===== config.mk =====
export PLATFORM = sky130hd
export DESIGN_NAME = mcid_device_flat
export DESIGN_NICKNAME = d
export VERILOG_FILES = /design/src/rtl/mcid_pkg.sv /design/src/rtl/mcid_if.sv /design/src/rtl/mcid_device.sv /design/src/flat_wrapper.sv
export VERILOG_INCLUDE_DIRS = /design/src /design/src/rtl
export SDC_FILE = /design/constraint.sdc
export NUM_CORES = 1
export LEC_CHECK = 0
export BUFFER_PORTS_ARGS = -buffer_cell sky130_fd_sc_hd__buf_2
export CAP_MARGIN = 20
export CORE_UTILIZATION = 40
export DETAILED_ROUTE_END_ITERATION = 10
export PLACE_DENSITY = 0.61
export SLEW_MARGIN = 0
export SYNTH_ARGS = -nofsm -noshare
export SYNTH_HDL_FRONTEND = slang
export SYNTH_SLANG_ARGS = --single-unit

===== constraint.sdc =====
create_clock -name clk -period 2.6 [get_ports clk]
set_input_delay 0 -clock clk [delete_from_list [all_inputs] [get_ports clk]]
set_output_delay 0 -clock clk [all_outputs]
set_load 0.005 [all_outputs]

===== src/rtl/mcid_defs.svh =====
// Register offsets, field positions, reset values and event codes
`ifndef MCID_DEFS_SVH
`define MCID_DEFS_SVH

// Byte offsets of the device registers, one aligned word each
`define MCID_OFS_PORT_EN     6'h00
`define MCID_OFS_THERM_EN    6'h04
`define MCID_OFS_REQ_SET     6'h08
`define MCID_OFS_REQ_CLR     6'h0C
`define MCID_OFS_PRIO_SET    6'h10
`define MCID_OFS_PRIO_CLR    6'h14
`define MCID_OFS_PIN_DIST    6'h18
`define MCID_OFS_LVL_DIST    6'h1C
`define MCID_OFS_ACK_FLAG    6'h20
`define MCID_OFS_ACK_CLR     6'h24
`define MCID_OFS_ACK_MASK    6'h28
`define MCID_OFS_SRC_STAT    6'h2C

// Field positions
`define MCID_PORT_EN_MSB     7
`define MCID_THERM_EN_MSB    3
`define MCID_PIN_DIST_LSB    24
`define MCID_LVL_DISTRIBUTE_LINE0_BIT   31
`define MCID_LVL_DIST1_BIT   30
`define MCID_STAT_LO_BIT     9
`define MCID_STAT_HI_BIT     10
`define MCID_EVT_MSB         13
`define MCID_FIELD_W         4

// Reset values
`define MCID_RST_WORD        32'h0000_0000

// Event codes of the distributable sources
`define MCID_EVT_PIN_BASE    14'h0240
`define MCID_EVT_LVL_BASE    14'h0340
`define MCID_EVT_STEP        14'h0020

// AXI4-Lite: bit 7 of the byte address picks the CPU
`define MCID_AXI_CPU_BIT     7
`define MCID_RESP_OKAY       2'h0
`define MCID_RESP_SLVERR     2'h2

`endif


===== src/rtl/mcid_pkg.sv =====
// Types shared by both ends of the interrupt enable and distribution block
package mcid_pkg;
	typedef logic [31:0] mcid_word_t;
	typedef logic [13:0] mcid_evt_t;
	typedef enum logic [4:0] {
		MCID_IDLE = 5'h01,
		MCID_WR   = 5'h02,
		MCID_BRSP = 5'h04,
		MCID_RD   = 5'h08,
		MCID_RRSP = 5'h10
	} mcid_state_t;
endpackage


===== src/rtl/mcid_if.sv =====
// Register port between the bus-side controller and the interrupt block
`timescale 1ns/1ps
`default_nettype none
interface mcid_if;
	logic                 req;
	logic                 wr;
	logic                 cpu;
	logic [5:0]           addr;
	mcid_pkg::mcid_word_t wdata;
	logic                 ack;
	logic                 err;
	mcid_pkg::mcid_word_t rdata;

	modport dev (input req, wr, cpu, addr, wdata, output ack, err, rdata);
	modport ctl (output req, wr, cpu, addr, wdata, input ack, err, rdata);
endinterface
`default_nettype wire


===== src/rtl/mcid_device.sv =====
// Interrupt enables, cross-CPU requests and automatic distribution
//
// How it works
// - Port enable bits 7..0 pass inputs
// - Port interrupt inputs are active low
// - Software sets port pins as inputs first
// - Enable effective before the read-back completes
// - Request needs block enable and module mask
// - Port flag reported at status bits 10,9
// - Thermal enable bits 3..0, rest reserved
// - Each 4-bit request field ORs into one
// - Request write: 1 sets, 0 keeps
// - Request and priority registers reset zero
// - Request clear: 1 clears, reads zero
// - Priority write: 1 sets, 0 keeps
// - Priority clear: 1 clears, reads zero
// - Bits 31..24 distribute the eight pins
// - Bits 31,30 distribute level inputs 0,1
// - One CPU wins, source masked everywhere
// - Mask holds until event code written
// - Reserved bits read zero
// - Ack flag one for winner or fixed
// - Ack clear takes 14-bit event code
//
// Implementation choices: the address map and the AXI4-Lite interface to the registers.
`timescale 1ns/1ps
`default_nettype none
`include "mcid_defs.svh"
module mcid_device (
	input  wire logic              clk,
	input  wire logic              rst_n,
	mcid_if.dev                    bus,
	input  wire logic [7:0]        port_irq_n,
	input  wire logic [7:0]        port_module_mask,
	input  wire logic [3:0]        thermal_irq,
	input  wire logic [3:0]        thermal_module_mask,
	input  wire logic [7:0]        irq_pin,
	input  wire logic [1:0]        level_req,
	input  wire logic [1:0]        cpu_ack_valid,
	input  wire logic [1:0][3:0]   cpu_ack_src,
	output logic [7:0]             port_req,
	output logic [3:0]             thermal_req,
	output logic [1:0][1:0]        port_src_flag,
	output logic [1:0][7:0]        xcpu_irq,
	output logic [1:0][31:0]       xcpu_prio,
	output logic [1:0][9:0]        dist_irq,
	output logic [1:0]             ack_winner_flag
);
	// ------------------------------------------------------------
	// Register state
	// ------------------------------------------------------------
	logic [7:0]       port_irq_enable;
	logic [3:0]       thermal_irq_enable;
	logic [7:0]       irq_pin_distribution;
	logic [1:0]       level_irq_distribution;
	logic [9:0]       ack_mask;
	// Unpacked so each per-CPU process owns its own word
	logic [31:0]      cross_cpu_request_set [2];
	logic [31:0]      cross_cpu_priority_set [2];

	// ------------------------------------------------------------
	// Access decode
	// ------------------------------------------------------------
	wire       take     = bus.req & ~bus.ack;
	wire       wr_take  = take & bus.wr;
	wire       sel_port = bus.addr == `MCID_OFS_PORT_EN;
	wire       sel_th   = bus.addr == `MCID_OFS_THERM_EN;
	wire       sel_rs   = bus.addr == `MCID_OFS_REQ_SET;
	wire       sel_rc   = bus.addr == `MCID_OFS_REQ_CLR;
	wire       sel_ps   = bus.addr == `MCID_OFS_PRIO_SET;
	wire       sel_pc   = bus.addr == `MCID_OFS_PRIO_CLR;
	wire       sel_pd   = bus.addr == `MCID_OFS_PIN_DIST;
	wire       sel_ld   = bus.addr == `MCID_OFS_LVL_DIST;
	wire       sel_af   = bus.addr == `MCID_OFS_ACK_FLAG;
	wire       sel_ac   = bus.addr == `MCID_OFS_ACK_CLR;
	wire       sel_am   = bus.addr == `MCID_OFS_ACK_MASK;
	wire       sel_st   = bus.addr == `MCID_OFS_SRC_STAT;
	wire       mapped   = sel_port | sel_th | sel_rs | sel_rc | sel_ps |
	                      sel_pc | sel_pd | sel_ld | sel_af | sel_ac |
	                      sel_am | sel_st;
	wire [1:0] cpu_hot  = bus.cpu ? 2'h2 : 2'h1;

	// ------------------------------------------------------------
	// Source gating
	// ------------------------------------------------------------
	// Both the block enable and the module's own mask must permit
	wire [7:0] next_port_req = ~port_irq_n & port_irq_enable &
	                           port_module_mask;
	wire [3:0] next_th_req   = thermal_irq & thermal_irq_enable &
	                           thermal_module_mask;
	wire [9:0] src_raw       = {level_req, irq_pin};
	wire [9:0] dist_en       = {level_irq_distribution,
	                            irq_pin_distribution};
	wire [9:0] next_dist     = src_raw & ~(ack_mask & dist_en);

	// ------------------------------------------------------------
	// Acknowledge arbitration, CPU0 first on a tie
	// ------------------------------------------------------------
	wire       ack0_dist = dist_en[cpu_ack_src[0]];
	wire       ack1_dist = dist_en[cpu_ack_src[1]];
	wire       ack0_free = ~ack_mask[cpu_ack_src[0]];
	wire       ack1_free = ~ack_mask[cpu_ack_src[1]] &
	                       ~(cpu_ack_valid[0] & ack0_dist &
	                         cpu_ack_src[0] == cpu_ack_src[1]);
	wire       win0      = ~ack0_dist | ack0_free;
	wire       win1      = ~ack1_dist | ack1_free;
	wire [9:0] grab0     = (cpu_ack_valid[0] & ack0_dist & ack0_free) ?
	                       10'(10'h001 << cpu_ack_src[0]) : 10'h000;
	wire [9:0] grab1     = (cpu_ack_valid[1] & ack1_dist & ack1_free) ?
	                       10'(10'h001 << cpu_ack_src[1]) : 10'h000;

	// Event code written to the clear register selects one source
	logic [9:0] release_hit;
	always_comb begin
		for (int i = 0; i < 10; i++) begin
			release_hit[i] = wr_take & sel_ac &
			                 bus.wdata[`MCID_EVT_MSB:0] ==
			                 (i < 8 ?
			                  14'(`MCID_EVT_PIN_BASE + 14'(i) * `MCID_EVT_STEP) :
			                  14'(`MCID_EVT_LVL_BASE +
			                      14'(i - 8) * `MCID_EVT_STEP));
		end
	end
	// A new grab in the release cycle keeps the mask set
	wire [9:0] next_mask = (ack_mask & ~release_hit) | grab0 | grab1;

	// ------------------------------------------------------------
	// Per-CPU cross requests and priorities
	// ------------------------------------------------------------
	genvar c;
	generate
		for (c = 0; c < 2; c++) begin : g_cpu
			wire wsel = wr_take & cpu_hot[c];
			wire [31:0] set_r = (wsel & sel_rs) ? bus.wdata : 32'h0000_0000;
			wire [31:0] clr_r = (wsel & sel_rc) ? bus.wdata : 32'h0000_0000;
			wire [31:0] set_p = (wsel & sel_ps) ? bus.wdata : 32'h0000_0000;
			wire [31:0] clr_p = (wsel & sel_pc) ? bus.wdata : 32'h0000_0000;
			always_ff @(posedge clk or negedge rst_n) begin
				if (!rst_n) begin
					cross_cpu_request_set[c]  <= `MCID_RST_WORD;
					cross_cpu_priority_set[c] <= `MCID_RST_WORD;
				end else begin
					cross_cpu_request_set[c]  <= (cross_cpu_request_set[c] &
					                              ~clr_r) | set_r;
					cross_cpu_priority_set[c] <= (cross_cpu_priority_set[c] &
					                              ~clr_p) | set_p;
				end
			end
			for (genvar f = 0; f < 8; f++) begin : g_field
				// Level stays up while any bit of the field is set
				assign xcpu_irq[c][f] = |cross_cpu_request_set[c]
				                        [f*`MCID_FIELD_W +: `MCID_FIELD_W];
			end
			assign xcpu_prio[c] = cross_cpu_priority_set[c];
			assign port_src_flag[c] = {|port_req[7:4], |port_req[3:0]};
		end
	endgenerate

	// ------------------------------------------------------------
	// Configuration registers and outputs
	// ------------------------------------------------------------
	always_ff @(posedge clk or negedge rst_n) begin
		if (!rst_n) begin
			port_irq_enable        <= 8'h00;
			thermal_irq_enable     <= 4'h0;
			irq_pin_distribution   <= 8'h00;
			level_irq_distribution <= 2'h0;
		end else if (wr_take) begin
			if (sel_port)
				port_irq_enable <= bus.wdata[`MCID_PORT_EN_MSB:0];
			if (sel_th)
				thermal_irq_enable <= bus.wdata[`MCID_THERM_EN_MSB:0];
			if (sel_pd)
				irq_pin_distribution <= bus.wdata[31:`MCID_PIN_DIST_LSB];
			if (sel_ld)
				level_irq_distribution <= {bus.wdata[`MCID_LVL_DIST1_BIT],
				                           bus.wdata[`MCID_LVL_DISTRIBUTE_LINE0_BIT]};
		end
	end

	// Gated requests settle one edge after the write, before any read-back
	always_ff @(posedge clk or negedge rst_n) begin
		if (!rst_n) begin
			port_req        <= 8'h00;
			thermal_req     <= 4'h0;
			dist_irq        <= '0;
			ack_mask        <= 10'h000;
			ack_winner_flag <= 2'h0;
		end else begin
			port_req    <= next_port_req;
			thermal_req <= next_th_req;
			dist_irq    <= {next_dist, next_dist};
			ack_mask    <= next_mask;
			if (cpu_ack_valid[0])
				ack_winner_flag[0] <= win0;
			if (cpu_ack_valid[1])
				ack_winner_flag[1] <= win1;
		end
	end

	// ------------------------------------------------------------
	// Read data and answer, one cycle after the request is taken
	// ------------------------------------------------------------
	mcid_pkg::mcid_word_t next_rdata;
	always_comb begin
		next_rdata = `MCID_RST_WORD;
		if (sel_port)
			next_rdata[`MCID_PORT_EN_MSB:0] = port_irq_enable;
		if (sel_th)
			next_rdata[`MCID_THERM_EN_MSB:0] = thermal_irq_enable;
		if (sel_rs)
			next_rdata = cross_cpu_request_set[bus.cpu];
		if (sel_ps)
			next_rdata = cross_cpu_priority_set[bus.cpu];
		if (sel_pd)
			next_rdata[31:`MCID_PIN_DIST_LSB] = irq_pin_distribution;
		if (sel_ld) begin
			next_rdata[`MCID_LVL_DISTRIBUTE_LINE0_BIT] = level_irq_distribution[0];
			next_rdata[`MCID_LVL_DIST1_BIT] = level_irq_distribution[1];
		end
		if (sel_af)
			next_rdata[0] = ack_winner_flag[bus.cpu];
		if (sel_am)
			next_rdata[9:0] = ack_mask;
		if (sel_st) begin
			next_rdata[`MCID_STAT_LO_BIT] = port_src_flag[bus.cpu][0];
			next_rdata[`MCID_STAT_HI_BIT] = port_src_flag[bus.cpu][1];
		end
	end

	always_ff @(posedge clk or negedge rst_n) begin
		if (!rst_n) begin
			bus.ack   <= 1'b0;
			bus.err   <= 1'b0;
			bus.rdata <= `MCID_RST_WORD;
		end else begin
			bus.ack   <= take;
			bus.err   <= take & ~mapped;
			bus.rdata <= (take & ~bus.wr) ? next_rdata : `MCID_RST_WORD;
		end
	end
endmodule
`default_nettype wire


===== src/flat_wrapper.sv =====
// flat-port wrapper written by rule: the top's interface ports become plain ports
module mcid_device_flat 
  (clk, rst_n, port_irq_n, port_module_mask, thermal_irq, thermal_module_mask, irq_pin, level_req, cpu_ack_valid, cpu_ack_src, port_req, thermal_req, port_src_flag, xcpu_irq, xcpu_prio, dist_irq, ack_winner_flag, bus_req, bus_wr, bus_cpu, bus_addr, bus_wdata, bus_ack, bus_err, bus_rdata);
  mcid_if bus_i ();
  input  wire logic clk;
  input  wire logic rst_n;
  input  wire logic [7:0] port_irq_n;
  input  wire logic [7:0] port_module_mask;
  input  wire logic [3:0] thermal_irq;
  input  wire logic [3:0] thermal_module_mask;
  input  wire logic [7:0] irq_pin;
  input  wire logic [1:0] level_req;
  input  wire logic [1:0] cpu_ack_valid;
  input  wire logic [1:0][3:0] cpu_ack_src;
  output logic [7:0] port_req;
  output logic [3:0] thermal_req;
  output logic [1:0][1:0] port_src_flag;
  output logic [1:0][7:0] xcpu_irq;
  output logic [1:0][31:0] xcpu_prio;
  output logic [1:0][9:0] dist_irq;
  output logic [1:0] ack_winner_flag;
  input wire logic [$bits(bus_i.req)-1:0] bus_req;
  input wire logic [$bits(bus_i.wr)-1:0] bus_wr;
  input wire logic [$bits(bus_i.cpu)-1:0] bus_cpu;
  input wire logic [$bits(bus_i.addr)-1:0] bus_addr;
  input wire logic [$bits(bus_i.wdata)-1:0] bus_wdata;
  output wire logic [$bits(bus_i.ack)-1:0] bus_ack;
  output wire logic [$bits(bus_i.err)-1:0] bus_err;
  output wire logic [$bits(bus_i.rdata)-1:0] bus_rdata;
  assign bus_i.req = bus_req;
  assign bus_i.wr = bus_wr;
  assign bus_i.cpu = bus_cpu;
  assign bus_i.addr = bus_addr;
  assign bus_i.wdata = bus_wdata;
  assign bus_ack = bus_i.ack;
  assign bus_err = bus_i.err;
  assign bus_rdata = bus_i.rdata;
  mcid_device u_core (.clk(clk), .rst_n(rst_n), .bus(bus_i), .port_irq_n(port_irq_n), .port_module_mask(port_module_mask), .thermal_irq(thermal_irq), .thermal_module_mask(thermal_module_mask), .irq_pin(irq_pin), .level_req(level_req), .cpu_ack_valid(cpu_ack_valid), .cpu_ack_src(cpu_ack_src), .port_req(port_req), .thermal_req(thermal_req), .port_src_flag(port_src_flag), .xcpu_irq(xcpu_irq), .xcpu_prio(xcpu_prio), .dist_irq(dist_irq), .ack_winner_flag(ack_winner_flag));
endmodule

==> flow_metrics.py <==
metrics = {
    "cells_and_area": {
        "diodes": 0,
        "drive_gt1_frac": 0.286,
        "area_growth_pct": 28.9,
        "fill_cells": 2241,
        "nets": 1328,
        "fin_area_um2": 13500,
        "final_cells": 1586,
    },
    "floorplanning": {
        "chipWidth_um": 164,
        "std_cell_rows": 58,
        "die-area_um2": 26900,
        "num_io_pins": 239,
        "core_area_um2": 25500,
        "start_util": 0.411,
        "die_y_um": 164,
    },
    "sta": {
        "fmax_mhz": 404,
        "setup_viol": 0,
        "tightest_slew_ns": 0.736,
        "slew_headroom": 0.507,
        "skew_ns": 0.0158,
        "whs_ns": 0.0528,
        "hold_viol": 0,
        "rsz0062_at_grt": "false",
        "fin_setup_tns_ns": 0,
        "period_share": 0.951,
        "maxSlewViolCount": 0,
        "fin_crit_ns": 2.47,
    },
    "drt": {
        "viasPerCell": 5.70,
        "drtPass1Iterations": 5,
        "wl_mm": 33.5,
        "wl_per_cell_um": 21.1,
        "detail_route.iter0.violations": 942,
        "ant_nets": 0,
        "vias": 9047,
        "drc": 0,
    },
    "place": {
        "place_inst": 1465,
        "place_congestion": 0.905,
        "io_buffers": 238,
        "place_area_um2": 11900,
        "dp_hpwl_mm": 23.3,
    },
    "yosys": {
        "synth_area_leaders": "dfrtp_1, a22o_1, mux2i_1",
        "synth.avg_cell_area_um2": 10.8,
        "mappedNetlistNets": 1057,
        "syn_area_um2": 10500,
        "synthCells": 970,
        "synth_top_area_share": 0.521,
        "yosysUniqueCellTypes": 63,
        "ys_warn_count": 0,
        "synth_seq_area_share": 0.521,
        "ys_ff_latch": 218,
        "synthArstFlopShare": 1.00,
        "synthFlopType": "dfrtp_1",
        "synth_area_leader_cell": "dfrtp_1",
        "synth_edf_count": 0,
    },
    "clock_network": {
        "cts_buffer_depth": 3,
        "path_clk_slew_ns": 0.06,
        "cts-root-buf": "clkbuf_16",
        "clock_latency_ns": 0.53,
        "cts_tree": "yes",
        "cts.sinks": 218,
        "cts_max_level": 1,
        "numCtsBuffers": 25,
        "post_cts_buffers": 0,
    },
    "worst_setup_path": {
        "crit_fanout": 9,
        "critPathKind": "flip-flop to flip-flop",
        "start_kind": "flip-flop",
        "reg2reg_depth": 6,
        "worstPathRequired_ns": 2.99,
        "cp-end-kind": "flip-flop",
        "cp.arrival_ns": 2.87,
    },
    "global_route": {
        "grt_pass1_vias": 8714,
        "antenna_found_initial": 0,
        "grt_pass1_wl_mm": 51.2,
        "grt_start_max_net_pins": 89,
        "overflow": 0,
        "grt_usage": 0.251,
    },
    "pwr": {
        "ir_drop_v": 0.000443,
        "pwr_density_cell_nw_per_um2": 588,
        "p_leak_nw": 6.60,
        "finalPower_mw": 7.94,
    },
    "flow_run": {
        "max_cap_viol_count": 0,
    },
    "hold_path": {
        "hold_class": "primary input to flip-flop",
        "whs_path_depth": 5,
    },
    "outcome": {
        "status": "finished clean",
    },
}
[flip-flops by register name, indices dropped and copies added (netlist names)]
signal,flops
u_core.cross_cpu_request_set,64
u_core.bus.ack,1
u_core.port_req,8
u_core.ack_mask,10
u_core.bus.rdata,32
u_core.thermal_req,4
u_core.level_irq_distribution,2
u_core.bus.err,1
u_core.xcpu_prio,64
u_core.ack_winner_flag,2
u_core.thermal_irq_enable,4
u_core.irq_pin_distribution,8
u_core.dist_irq,10
u_core.port_irq_enable,8
[worst paths after layout]
path	from	endpoint	slack, ns
worst max-delay path	u_core.irq_pin_distribution[1]	u_core.ack_mask[4]	0.13
worst min-delay path	bus_addr[0]	u_core.bus.rdata[0]	0.05
worst max register to register	u_core.irq_pin_distribution[1]	u_core.ack_mask[4]	0.13
worst min register to register	u_core.cross_cpu_request_set[40]	u_core.cross_cpu_request_set[40]	0.51
max in group asynchronous	rst_n	u_core.ack_mask[1]	1.64
min in group asynchronous	rst_n	u_core.thermal_req[3]	0.06
[cells in the mapped netlist, types with 13 or more instances]
cell type,number
a21oi_1,21
a22o_1,128
buf_2,37
clkbuf_1,40
dfrtp_1,218
inv_1,13
mux2_2,32
mux2i_1,64
nand2_1,154
nor2_1,50
o22a_1,13
or4_1,22
[power by group]
group / leakage, nW / internal (mW) / total, mW / switching [mW]
logic: 3.25 / 0.395 / 0.851 / 0.456
clock network: 0.388 / 2.05 / 3.43 / 1.37
registers: 2.96 / 3.52 / 3.66 / 0.141
[what timing repair did]
action | in CTS | in global routing
gates resized for setup | 0 | 9
endpoints found under the setup margin | 0 | 2
hold endpoints to repair | 276 | 0
hold buffers | 79 | 0
[critical path, stage by stage, from the launching register on]
cell and delay [ns]:
dfrtp_1 0.46, mux2i_1 0.13, a211o_1 0.34, or4_1 0.60, nand4_4 0.17, o41ai_2 0.09, dlygate4sd3_1 0.56
[routing by layer]
| layer | wire (um) | track usage | vias up |
|---|---|---|---|
| met5 | 0 | 0 | - |
| met4 | 1210 | 0.0964 | 0 |
| met3 | 2060 | 0.0308 | 69 |
| met2 | 15300 | 0.389 | 348 |
| met1 | 15000 | 0.357 | 4548 |
| li1 | - | - | 4082 |
[logic make-up (layout without fill, tap and decap cells)]
kind of cell / after synthesis / count (layout) / share of synthesized area
simple gates: 294 / 294 / 0.136
compound gates: 242 / 242 / 0.186
flops: 218 / 218 / 0.521
buf+inv: 114 / 400 / 0.0540
mux: 98 / 98 / 0.0998
xor+xnor: 4 / 4 / 0.00334
[metrics by stage]
step / setup WS [ns] / util
floorplan: 0.750 / -
global placement: 0.481 / 0.466
detailed placement: 0.454 / 0.466
CTS: 0.0496 / 0.528
global route: 0.0163 / 0.530
finish: 0.127 / 0.530
[cell type report]
cell class	count	area, um2	area share
inverters	13	48.8	0.00361
flip-flops and latches	218	5460	0.404
multi-input cells	638	4540	0.336
repair buffers	345	2250	0.167
clock inverters	4	47.5	0.00352
well taps	330	413	0.0306
clock buffers	38	744	0.0551
[cells in the final DEF, fill, tap and decap left out, drive strengths merged, types with 10 or more instances in the layout]
| cell type | netlist | final |
|---|---|---|
| dlygate4sd3 | 0 | 79 |
| a22o | 128 | 128 |
| a21boi | 11 | 11 |
| dfrtp | 218 | 218 |
| mux2 | 32 | 32 |
| o22ai | 12 | 12 |
| a21oi | 21 | 21 |
| nand3 | 10 | 10 |
| or4 | 22 | 22 |
| mux2i | 64 | 64 |
| clkbuf | 41 | 38 |
| nor4 | 10 | 10 |
| nor2 | 52 | 52 |
| nand2 | 154 | 154 |
| o22a | 13 | 13 |
| inv | 13 | 13 |
| buf | 60 | 266 |
Power figures use the tool's default switching activity.
